==> config.mk <==
export PLATFORM = sky130hd
export DESIGN_NAME = timer2_block
export DESIGN_NICKNAME = d
export VERILOG_FILES = /design/src/verilog/timer2_pkg.sv /design/src/verilog/timer2_block.sv
export VERILOG_INCLUDE_DIRS = /design/src /design/src/verilog
export SDC_FILE = /design/constraint.sdc
export NUM_CORES = 1
export LEC_CHECK = 0
export BUFFER_PORTS_ARGS = -buffer_cell sky130_fd_sc_hd__buf_2
export CAP_MARGIN = 10
export CORE_MARGIN = 2
export CORE_UTILIZATION = 65
export DETAILED_ROUTE_END_ITERATION = 7
export PLACE_DENSITY = 0.84
export REMOVE_ABC_BUFFERS = 1
export SETUP_SLACK_MARGIN = 0.05
export SLEW_MARGIN = 10
export SYNTH_ARGS = -nofsm -noshare
export SYNTH_HDL_FRONTEND = slang
export SYNTH_SLANG_ARGS = --single-unit
==> constraint.sdc <==
create_clock -name ref_clk -period 7.35 [get_ports ref_clk]
set_clock_uncertainty 0.1 [all_clocks]
set_input_delay 1.47 -clock ref_clk [delete_from_list [all_inputs] [get_ports ref_clk]]
set_output_delay 1.47 -clock ref_clk [all_outputs]
set_load 0.1 [all_outputs]
==> src/verilog/timer2_regs.svh <==
`ifndef TIMER2_REGS_SVH
`define TIMER2_REGS_SVH

// register byte addresses
`define ADR_T2_CONTROL      8'h00
`define ADR_T2_MODE         8'h04
`define ADR_T2_COUNT_LOW    8'h08
`define ADR_T2_COUNT_HIGH   8'h0C
`define ADR_CAPREL_LOW      8'h10
`define ADR_CAPREL_HIGH     8'h14
`define ADR_POWER_CONTROL   8'h18
`define ADR_BASIC_MODE      8'h1C
`define ADR_BASIC_CONTROL   8'h20
`define ADR_TMR_A_LOW       8'h24
`define ADR_TMR_A_HIGH      8'h28
`define ADR_TMR_B_LOW       8'h2C
`define ADR_TMR_B_HIGH      8'h30

// timer2_control bits
`define BIT_T2_OVF          7
`define BIT_T2_EXT          6
`define BIT_P1_RX_SEL       5
`define BIT_P1_TX_SEL       4
`define BIT_TRIG_EN         3
`define BIT_T2_RUN          2
`define BIT_T2_SRC          1
`define BIT_CAP_SEL         0
// t2_mode_register and power_control_register bits
`define BIT_UPDOWN_EN       0
`define BIT_P2_RX_SEL       1
`define BIT_P2_TX_SEL       0
// basic timer mode register: timer a in [3:0], timer b in [7:4]
`define BASIC_B_SHIFT       4
`define BIT_BASIC_SRC       2
`define BIT_BASIC_GATE      3
// basic control register bits
`define BIT_A_RUN           0
`define BIT_B_RUN           1
`define BIT_A_OVF           2
`define BIT_B_OVF           3

// basic timer modes
`define MODE_13BIT          2'b00
`define MODE_16BIT          2'b01
`define MODE_RELOAD8        2'b10
`define MODE_FOURTH         2'b11

`define RST_BYTE            8'h00
`define MC_DIV              12

`endif

==> src/verilog/timer2_pkg.sv <==
package timer2_pkg;
    typedef enum logic [3:0] {
        T2_OFF     = 4'b0001,
        T2_CAPTURE = 4'b0010,
        T2_RELOAD  = 4'b0100,
        T2_BAUD    = 4'b1000
    } t2_mode_e;
endpackage

==> src/verilog/timer2_block.sv <==
// The implementer's own choices: the Wishbone slave port and the register offsets.
`timescale 1ns/1ps
`include "timer2_regs.svh"
module timer2_block #(
    parameter int MC_DIV = `MC_DIV
) (
    // clock and reset
    input  wire logic        ref_clk,
    input  wire logic        sys_rst,
    // wishbone slave
    input  wire logic        wb_cyc_i,
    input  wire logic        wb_stb_i,
    input  wire logic        wb_we_i,
    input  wire logic [7:0]  wb_adr_i,
    input  wire logic [3:0]  wb_sel_i,
    input  wire logic [31:0] wb_dat_i,
    output logic      [31:0] wb_dat_o,
    output logic             wb_ack_o,
    // pins
    input  wire logic        trigger_pin,
    input  wire logic        external_count_pin,
    input  wire logic        tmr_a_count_pin,
    input  wire logic        tmr_b_count_pin,
    input  wire logic        ext_irq_a_pin,
    input  wire logic        ext_irq_b_pin,
    // serial port bit clocks
    output logic             port1_rx_baud_tick,
    output logic             port1_tx_baud_tick,
    output logic             port2_rx_baud_tick,
    output logic             port2_tx_baud_tick,
    // flag levels towards the interrupt controller
    output logic             t2_irq_req,
    output logic             tmr_a_irq_req,
    output logic             tmr_b_irq_req
);

////////////////////////////////////////////////////////////////////////////////
// pin synchronisers: 3 flops, level changes once stages 2 and 3 agree

    localparam int NPIN = 6;
    logic [NPIN-1:0] pin_in;
    logic [NPIN-1:0] sync1_r;
    logic [NPIN-1:0] sync2_r;
    logic [NPIN-1:0] sync3_r;
    logic [NPIN-1:0] lvl_r;
    logic [NPIN-1:0] fall_r;

    assign pin_in = {ext_irq_b_pin, ext_irq_a_pin, tmr_b_count_pin,
                     tmr_a_count_pin, external_count_pin, trigger_pin};

    genvar gi;
    generate
        for (gi = 0; gi < NPIN; gi = gi + 1)
        begin : g_sync
            always_ff @(posedge ref_clk)
            begin
                if (sys_rst)
                begin
                    sync1_r[gi] <= 1'b1;
                    sync2_r[gi] <= 1'b1;
                    sync3_r[gi] <= 1'b1;
                    lvl_r[gi]   <= 1'b1;
                    fall_r[gi]  <= 1'b0;
                end
                else
                begin
                    sync1_r[gi] <= pin_in[gi];
                    sync2_r[gi] <= sync1_r[gi];
                    sync3_r[gi] <= sync2_r[gi];
                    if (sync2_r[gi] == sync3_r[gi])
                        lvl_r[gi] <= sync3_r[gi];
                    fall_r[gi] <= lvl_r[gi] & (sync2_r[gi] == sync3_r[gi]) & ~sync3_r[gi];
                end
            end
        end
    endgenerate

    logic trig_lvl;
    logic trig_fall;
    logic t2_pin_fall;
    logic a_pin_fall;
    logic b_pin_fall;
    logic irq_a_lvl;
    logic irq_b_lvl;
    assign trig_lvl    = lvl_r[0];
    assign trig_fall   = fall_r[0];
    assign t2_pin_fall = fall_r[1];
    assign a_pin_fall  = fall_r[2];
    assign b_pin_fall  = fall_r[3];
    assign irq_a_lvl   = lvl_r[4];
    assign irq_b_lvl   = lvl_r[5];

////////////////////////////////////////////////////////////////////////////////
// machine cycle prescaler

    logic [7:0] mc_cnt_r;
    logic       mc_tick;
    assign mc_tick = (mc_cnt_r == 8'(MC_DIV - 1));

    always_ff @(posedge ref_clk)
    begin
        if (sys_rst)
            mc_cnt_r <= 8'h00;
        else if (mc_tick)
            mc_cnt_r <= 8'h00;
        else
            mc_cnt_r <= mc_cnt_r + 8'h01;
    end

////////////////////////////////////////////////////////////////////////////////
// registers and bus decode

    logic [7:0]  ctrl_r;
    logic [7:0]  t2mode_r;
    logic [7:0]  power_control_register_r;
    logic [7:0]  bmode_r;
    logic [1:0]  brun_r;
    logic        a_flag_r;
    logic        b_flag_r;
    logic [15:0] t2_cnt_r;
    logic [15:0] caprel_r;
    logic [15:0] a_cnt_r;
    logic [15:0] b_cnt_r;
    logic        ack_r;
    logic        wr;
    logic [7:0]  wd;

    assign wr = wb_cyc_i & wb_stb_i & wb_we_i & ~ack_r & wb_sel_i[0];
    assign wd = wb_dat_i[7:0];

    logic baud_any;
    logic trig_ev;
    logic updown;
    timer2_pkg::t2_mode_e t2_mode;

    assign baud_any = ctrl_r[`BIT_P1_RX_SEL] | ctrl_r[`BIT_P1_TX_SEL]
                    | power_control_register_r[`BIT_P2_RX_SEL] | power_control_register_r[`BIT_P2_TX_SEL];
    assign trig_ev  = trig_fall & ctrl_r[`BIT_TRIG_EN];

    always_comb
    begin
        if (!ctrl_r[`BIT_T2_RUN])
            t2_mode = timer2_pkg::T2_OFF;
        else if (baud_any)
            t2_mode = timer2_pkg::T2_BAUD;
        else if (ctrl_r[`BIT_CAP_SEL])
            t2_mode = timer2_pkg::T2_CAPTURE;
        else
            t2_mode = timer2_pkg::T2_RELOAD;
    end

    assign updown = (t2_mode == timer2_pkg::T2_RELOAD) & t2mode_r[`BIT_UPDOWN_EN];

////////////////////////////////////////////////////////////////////////////////
// timer 2 counting

    logic        t2_tick;
    logic        t2_ovf;
    logic [15:0] t2_nxt;

    assign t2_tick = ctrl_r[`BIT_T2_RUN]
                   & (ctrl_r[`BIT_T2_SRC] ? t2_pin_fall : mc_tick);

    always_comb
    begin
        t2_ovf = 1'b0;
        t2_nxt = t2_cnt_r;
        if (t2_tick)
        begin
            if (updown && !trig_lvl)
            begin
                if (t2_cnt_r == caprel_r)
                begin
                    t2_ovf = 1'b1;
                    t2_nxt = 16'hFFFF;
                end
                else
                    t2_nxt = t2_cnt_r - 16'h0001;
            end
            else if (t2_cnt_r == 16'hFFFF)
            begin
                t2_ovf = 1'b1;
                // capture mode just wraps; others reload
                t2_nxt = (t2_mode == timer2_pkg::T2_CAPTURE) ? 16'h0000 : caprel_r;
            end
            else
                t2_nxt = t2_cnt_r + 16'h0001;
        end
    end

    always_ff @(posedge ref_clk)
    begin
        if (sys_rst)
        begin
            t2_cnt_r <= 16'h0000;
            caprel_r <= 16'h0000;
        end
        else
        begin
            t2_cnt_r <= t2_nxt;
            if (trig_ev && t2_mode == timer2_pkg::T2_RELOAD && !updown)
                t2_cnt_r <= caprel_r;
            if (trig_ev && t2_mode == timer2_pkg::T2_CAPTURE)
                caprel_r <= t2_cnt_r;
            // software access wins over counting in the same cycle
            if (wr && wb_adr_i == `ADR_T2_COUNT_LOW)
                t2_cnt_r[7:0] <= wd;
            if (wr && wb_adr_i == `ADR_T2_COUNT_HIGH)
                t2_cnt_r[15:8] <= wd;
            if (wr && wb_adr_i == `ADR_CAPREL_LOW)
                caprel_r[7:0] <= wd;
            if (wr && wb_adr_i == `ADR_CAPREL_HIGH)
                caprel_r[15:8] <= wd;
        end
    end

////////////////////////////////////////////////////////////////////////////////
// timer 2 control and flags: hardware set beats software clear

    logic ovf_set;
    logic ext_set;
    assign ovf_set = t2_ovf & ~baud_any;
    // up/down mode uses the pin as direction, so no event there
    assign ext_set = trig_ev & ~updown & (t2_mode != timer2_pkg::T2_OFF);

    always_ff @(posedge ref_clk)
    begin
        if (sys_rst)
            ctrl_r <= `RST_BYTE;
        else
        begin
            if (wr && wb_adr_i == `ADR_T2_CONTROL)
                ctrl_r <= wd;
            if (ovf_set)
                ctrl_r[`BIT_T2_OVF] <= 1'b1;
            if (ext_set)
                ctrl_r[`BIT_T2_EXT] <= 1'b1;
        end
    end

    always_ff @(posedge ref_clk)
    begin
        if (sys_rst)
        begin
            t2mode_r <= `RST_BYTE;
            power_control_register_r   <= `RST_BYTE;
            bmode_r  <= `RST_BYTE;
        end
        else
        begin
            if (wr && wb_adr_i == `ADR_T2_MODE)
                t2mode_r <= {7'h00, wd[`BIT_UPDOWN_EN]};
            if (wr && wb_adr_i == `ADR_POWER_CONTROL)
                power_control_register_r <= {6'h00, wd[1:0]};
            if (wr && wb_adr_i == `ADR_BASIC_MODE)
                bmode_r <= wd;
        end
    end

////////////////////////////////////////////////////////////////////////////////
// basic timers a and b

    function automatic logic [16:0] basic_step(input logic [15:0] v, input logic [1:0] m);
        logic [13:0] c13;
        logic [8:0]  c8;
        logic [16:0] r;
        begin
            c13 = {1'b0, v[15:8], v[4:0]} + 14'h0001;
            c8  = {1'b0, v[7:0]} + 9'h001;
            case (m)
                `MODE_13BIT:   r = {c13[13], c13[12:5], v[7:5], c13[4:0]};
                `MODE_16BIT:   r = {1'b0, v} + 17'h00001;
                `MODE_RELOAD8: r = c8[8] ? {1'b1, v[15:8], v[15:8]} : {1'b0, v[15:8], c8[7:0]};
                // fourth mode: low byte alone, high byte handled apart
                default:       r = {c8[8], v[15:8], c8[7:0]};
            endcase
            basic_step = r;
        end
    endfunction

    logic [1:0]  a_mode;
    logic [1:0]  b_mode;
    logic        a_split;
    logic        a_tick;
    logic        ah_tick;
    logic        b_tick;
    logic [16:0] a_res;
    logic [16:0] b_res;
    logic [8:0]  ah_res;
    logic        a_ovf;
    logic        ah_ovf;
    logic        b_ovf;

    assign a_mode  = bmode_r[1:0];
    assign b_mode  = bmode_r[`BASIC_B_SHIFT+1:`BASIC_B_SHIFT];
    assign a_split = (a_mode == `MODE_FOURTH);

    assign a_tick  = brun_r[`BIT_A_RUN]
                   & (~bmode_r[`BIT_BASIC_GATE] | irq_a_lvl)
                   & (bmode_r[`BIT_BASIC_SRC] ? a_pin_fall : mc_tick);
    assign ah_tick = a_split & brun_r[`BIT_B_RUN] & mc_tick;
    assign b_tick  = brun_r[`BIT_B_RUN] & (b_mode != `MODE_FOURTH)
                   & (~bmode_r[`BASIC_B_SHIFT+`BIT_BASIC_GATE] | irq_b_lvl)
                   & (bmode_r[`BASIC_B_SHIFT+`BIT_BASIC_SRC] ? b_pin_fall : mc_tick);

    assign a_res  = basic_step(a_cnt_r, a_mode);
    assign b_res  = basic_step(b_cnt_r, b_mode);
    assign ah_res = {1'b0, a_cnt_r[15:8]} + 9'h001;
    assign a_ovf  = a_tick & a_res[16];
    assign ah_ovf = ah_tick & ah_res[8];
    assign b_ovf  = b_tick & b_res[16];

    always_ff @(posedge ref_clk)
    begin
        if (sys_rst)
        begin
            a_cnt_r <= 16'h0000;
            b_cnt_r <= 16'h0000;
        end
        else
        begin
            if (a_tick)
                a_cnt_r[7:0] <= a_res[7:0];
            if (a_split ? ah_tick : a_tick)
                a_cnt_r[15:8] <= a_split ? ah_res[7:0] : a_res[15:8];
            if (b_tick)
                b_cnt_r <= b_res[15:0];
            if (wr && wb_adr_i == `ADR_TMR_A_LOW)
                a_cnt_r[7:0] <= wd;
            if (wr && wb_adr_i == `ADR_TMR_A_HIGH)
                a_cnt_r[15:8] <= wd;
            if (wr && wb_adr_i == `ADR_TMR_B_LOW)
                b_cnt_r[7:0] <= wd;
            if (wr && wb_adr_i == `ADR_TMR_B_HIGH)
                b_cnt_r[15:8] <= wd;
        end
    end

    logic b_flag_set;
    // split high byte takes over timer b's flag; b keeps only baud duty
    assign b_flag_set = a_split ? ah_ovf : b_ovf;

    always_ff @(posedge ref_clk)
    begin
        if (sys_rst)
        begin
            brun_r   <= 2'b00;
            a_flag_r <= 1'b0;
            b_flag_r <= 1'b0;
        end
        else
        begin
            if (wr && wb_adr_i == `ADR_BASIC_CONTROL)
            begin
                brun_r   <= {wd[`BIT_B_RUN], wd[`BIT_A_RUN]};
                a_flag_r <= wd[`BIT_A_OVF];
                b_flag_r <= wd[`BIT_B_OVF];
            end
            if (a_ovf)
                a_flag_r <= 1'b1;
            if (b_flag_set)
                b_flag_r <= 1'b1;
        end
    end

////////////////////////////////////////////////////////////////////////////////
// outputs: baud ticks and flag levels

    always_ff @(posedge ref_clk)
    begin
        if (sys_rst)
        begin
            port1_rx_baud_tick <= 1'b0;
            port1_tx_baud_tick <= 1'b0;
            port2_rx_baud_tick <= 1'b0;
            port2_tx_baud_tick <= 1'b0;
            t2_irq_req         <= 1'b0;
            tmr_a_irq_req      <= 1'b0;
            tmr_b_irq_req      <= 1'b0;
        end
        else
        begin
            port1_rx_baud_tick <= ctrl_r[`BIT_P1_RX_SEL] ? t2_ovf : b_ovf;
            port1_tx_baud_tick <= ctrl_r[`BIT_P1_TX_SEL] ? t2_ovf : b_ovf;
            port2_rx_baud_tick <= power_control_register_r[`BIT_P2_RX_SEL] ? t2_ovf : b_ovf;
            port2_tx_baud_tick <= power_control_register_r[`BIT_P2_TX_SEL] ? t2_ovf : b_ovf;
            t2_irq_req         <= ctrl_r[`BIT_T2_OVF] | ctrl_r[`BIT_T2_EXT];
            tmr_a_irq_req      <= a_flag_r;
            tmr_b_irq_req      <= b_flag_r;
        end
    end

////////////////////////////////////////////////////////////////////////////////
// wishbone answer: ack one cycle after the request, unmapped reads zero

    logic [7:0] rd;

    always_comb
    begin
        case (wb_adr_i)
            `ADR_T2_CONTROL:    rd = ctrl_r;
            `ADR_T2_MODE:       rd = {t2_mode, 3'b000, t2mode_r[`BIT_UPDOWN_EN]};
            `ADR_T2_COUNT_LOW:  rd = t2_cnt_r[7:0];
            `ADR_T2_COUNT_HIGH: rd = t2_cnt_r[15:8];
            `ADR_CAPREL_LOW:    rd = caprel_r[7:0];
            `ADR_CAPREL_HIGH:   rd = caprel_r[15:8];
            `ADR_POWER_CONTROL: rd = power_control_register_r;
            `ADR_BASIC_MODE:    rd = bmode_r;
            `ADR_BASIC_CONTROL: rd = {4'h0, b_flag_r, a_flag_r, brun_r};
            `ADR_TMR_A_LOW:     rd = a_cnt_r[7:0];
            `ADR_TMR_A_HIGH:    rd = a_cnt_r[15:8];
            `ADR_TMR_B_LOW:     rd = b_cnt_r[7:0];
            `ADR_TMR_B_HIGH:    rd = b_cnt_r[15:8];
            default:            rd = 8'h00;
        endcase
    end

    always_ff @(posedge ref_clk)
    begin
        if (sys_rst)
        begin
            ack_r    <= 1'b0;
            wb_dat_o <= 32'h00000000;
        end
        else
        begin
            ack_r    <= wb_cyc_i & wb_stb_i & ~ack_r;
            wb_dat_o <= {24'h000000, rd};
        end
    end

    assign wb_ack_o = ack_r;

endmodule

Word level (Yosys, flattened, before mapping):

Cells that the tools add are included.

* register bits: 163
* bits of input ports: 55
* output and inout bits: 40
* logic and storage cells: 234

* add/subtract/negate cells: 10
* eq/ne operators: 34
* muxes and demuxes: 47
* bitwise operators: 44
* reductions and logical operators: 41

Operator list (count)
* $mux W16: 8
* $pmux W8 S13: 1
* $pmux W17 S3: 2
* $mux W8: 12
* $eq A8 B6 Y1 const B: 5
* $add A16 B1 Y17 const B: 2
* $mux W17: 2
* $eq A8 B5 Y1 const B: 4
* $and A1 B1 Y1: 29
* $add A13 B1 Y14 const B: 2
* $add A8 B1 Y9 const B: 3
* $eq A8 B4 Y1 const B: 3
* $reduce_bool A2 Y1: 10
* $mux W1: 19
* $logic_and A1 B1 Y1: 17
* $add A16 B1 Y16 const B: 1
* $eq A16 B16 Y1: 1
* $eq A16 B16 Y1 const B: 1
* $sub A16 B1 Y16 const B: 1
* $not A1 Y1: 9
* $reduce_bool A3 Y1: 3
* $add A8 B1 Y8 const B: 1
* $eq A8 B3 Y1 const B: 1
* $logic_not A8 Y1: 1
* 17 further kinds: 38

Depth between registers and ports, before layout:

* word-level depth: 12
* gate-level depth with buffers: 9
* mapped depth without buffers: 8

Worst setup path before layout:

Ideal clock, no wire load.

* kind: input port to flip-flop
* start point: input wb_adr_i[5]
* end point: register t2_cnt_r[11]
* arrival time: 3112 ps
* required time: 7116 ps
* slack: 4004 ps
* stages: 7
* cells stage by stage: buf_2 or4_1 nor3_1 clkbuf_1 a21oi_1 a211oi_1 a211oi_1

* longest elaborated chain between the ends: 3

RTL lines
* start: declaration: RTL line timer2_block.sv:14 `input wire logic [7:0] wb_adr_i,`
* $eq A8 B4 Y1 (*)
* $logic_and A1 B1 Y1 (no source line) (*)
* $reduce_bool A3 Y1 (no source line) or $mux W8 (tied branches)
* end signal: assignment: RTL line timer2_block.sv:200 `t2_cnt_r <= t2_nxt;`
* end signal: assignment: RTL line timer2_block.sv:202 `t2_cnt_r <= caprel_r;`
* end signal: assignment: RTL line timer2_block.sv:209 `t2_cnt_r[15:8] <= wd;`
* end: declaration: RTL line timer2_block.sv:120 `logic [15:0] t2_cnt_r;`

Mark *: on every way between the ends. The rest lies on a longest branch, timed or not.
A chain may end at the register's enable or synchronous reset.

Final worst setup path:

Same ends and word-level chain as after synthesis.

==> run summary <==
status = finished, final reports clean
# hold bufs at CTS = 0
Req. time, crit path = 7540 ps
clk_lat worst skew = 430 ps
PD cells = 185.9 nW/µm²
RSZ-0062 raised after global routing = no
setup violators final = 0
Worst Hold Slack = 311.3 ps
crit path max fanout = 10
VDD IR max = 0.0001694 V
DRC Markers = 0
GRT Util Overall = 39.88%
Hold Crit Class = register to register
Clk pin slew, worst setup/hold paths = 60 ps
worst slack, placed = 3551 ps
Routed Antenna Nets = 0
number of global-route vias before repair = 8,484
post-route core utilization = 72.30%
Min Clock Period, post-route = 3456 ps
Crit Path Class = input pin to register
routed vias/inst = 7.058
commonest cells after routing, fill and taps aside = dfxtp_1, nor2_1, nand2_1
Synth Warn # = 0
Die Y = 121.2 µm
fraction of registers with async set/reset = 0%
Final Hold Viols = 0
register area share after synthesis = 31.19%
commonest non-fill, non-tap cell in the layout = dfxtp_1
clk sink count = 139
relative slew slack = 27.86%
initial antenna violation count = 0
width of the chip = 121.2 µm
final cycle utilization of the critical path = 47.02%
CTS max path bufs = 2
via count = 9,197
top_reg_cell synth = dfxtp_1
post-synthesis instance area = 8922 µm²
post-synthesis cell count = 1,128
drt pass-1 iters = 8
number of diodes = 0
measured slew at the worst slew-check pin = 1081 ps
Post-synth EDFFs = 0
post-CTS sizing = 0
Setup WS post-layout = 3894 ps
TritonCTS buffer count = 17
full die area = 14,680 µm²
1st-iter DRT viols = 1,360
Clk Tree Root Cell = clkbuf_16
nets@finish = 1,175
GRT overflow = 0
first-pass GRT wire length = 45,450 µm
Fmax achieved = 0.2894 GHz
Max Cap Viol = 0
synthesis-to-finish area growth = 8.162%
Worst setup SP type = input pin
Starting Density = 66.84%
mean post-synth cell area = 7.910 µm²
routability congestion estimate from global placement = 0.9972
placeable core area = 13,350 µm²
LEAKAGE = 3.320 nW
fraction of layout cells with a size suffix above 1 = 11.98%
postcts setup bufs = 0
Worst Path Arrival = 3640 ps
Yosys cell types = 85
largest net degree at the start of global routing = 78
CTS tree = yes
final setup TNS = 0 ps
Yosys reg bits = 139
hpwl dp = 19,330 µm
Slew Limit Fails = 0
H-tree level count = 4
drt total wl = 28,740 µm
WL/cell = 22.06 µm
I/O Buffers = 43
IO Count = 95
Setup crit end kind = register
Rows = 42
-- kinds of logic (layout without fill, tap and decap cells) --
kind of cell    count (synthesis)  in the layout  synth area share, %
compound gates                302            302                24.15
xor+xnor                       64             64                6.282
fa+ha+maj                       6              6               0.8414
buf+inv                       127            103                6.661
flops                         139            139                31.19
other cells                     1             24              0.04203
simple gates                  441            441                25.44
mux                            48             48                5.399
-- layout make-up --
| type | instances | area [µm²] |
|---|---|---|
| clock buffers | 20 | 456.7 |
| clock inverters | 12 | 160.2 |
| fillers | 1076 | 3697 |
| inverters | 16 | 60.06 |
| multi-input cells | 885 | 5663 |
| flip-flops and latches | 139 | 2783 |
| well taps | 176 | 220.2 |
| repair buffers | 55 | 307.8 |
-- worst max-delay path, stage by stage --
cell and delay [ps]:
buf_2 180, nor4_2 810, nand4_1 520, and3_1 350, a211oi_1 210, a211oi_1 100
-- per-layer routing --
metal | up-vias | part of all wire (%) | track usage [%]
li1 | 4118 | - | -
met1 | 4261 | 39 | 50.13
met2 | 645 | 45 | 62.25
met3 | 173 | 10 | 8.177
met4 | 0 | 6.4 | 25.36
met5 | - | 0 | 0
-- state kept, by name (all words and copies together), names as in the netlist, 6 cells and up --
signal and count:
a_cnt_r 16, b_cnt_r 16, bmode_r 8, caprel_r 16, ctrl_r 8, mc_cnt_r 8, sync1_r 6, sync2_r 6
sync3_r 6, t2_cnt_r 16, wb_dat_o 8
-- metrics by stage --
stage,instances,power (mW),cell area (µm²)
5_1_grt,1303,1.832,9651
3_3_place_gp,1271,0.8984,9034
2_1_floorplan,1040,0.8553,8474
3_5_place_dp,1271,0.8994,9034
4_1_cts,1303,1.795,9651
6_report,1303,1.794,9651
-- path summary, 6_finish.rpt --
kind / startpoint / end / slack (ps) / cells past startpoint
min reg2reg: sync1_r[3] / sync2_r[3] / 310 / 1
min: sync1_r[3] / sync2_r[3] / 310 / 1
max: wb_adr_i[5] / t2_cnt_r[11] / 3890 / 6
max reg2reg: power_control_register_r[0] / t2_cnt_r[11] / 4040 / 7
-- synth_stat cells (all sizes together) (6+ instances only) --
cell    number  share of area, %
nand2b      14              0.98
xor2        38               3.7
and3        15               1.1
nor3        33               2.1
nand4       16               1.1
nand2       78               3.3
nor2       134               5.7
a311oi       7              0.69
o22ai       17               1.2
xnor2       26               2.6
a222oi      10               1.1
a22oi       20               1.7
or2         21               1.5
o21ai       40               2.2
o211ai      17               1.4
buf         43               3.1
o32ai        6              0.59
a221oi       6              0.66
nand3b       9              0.76
o41ai        6              0.59
o21bai       7              0.59
ha           6              0.84
a211oi      40               3.4
nor4b        6              0.73
a21oi       54               3.0
nand3       52               3.0
dfxtp      139                31
nor4        22               1.9
clkbuf      68               2.9
o31a         7              0.69
inv         16              0.67
and2        11              0.80
or4          6              0.50
a31oi       11              0.77
mux2i       47               5.3
-- power breakdown --
group / internal (mW) / switching, mW / total, mW
logic: 0.0186 / 0.104 / 0.122
registers: 0.759 / 0.00401 / 0.763
clock network: 0.555 / 0.353 / 0.908
No activity file was read; power rests on OpenSTA's default activity.
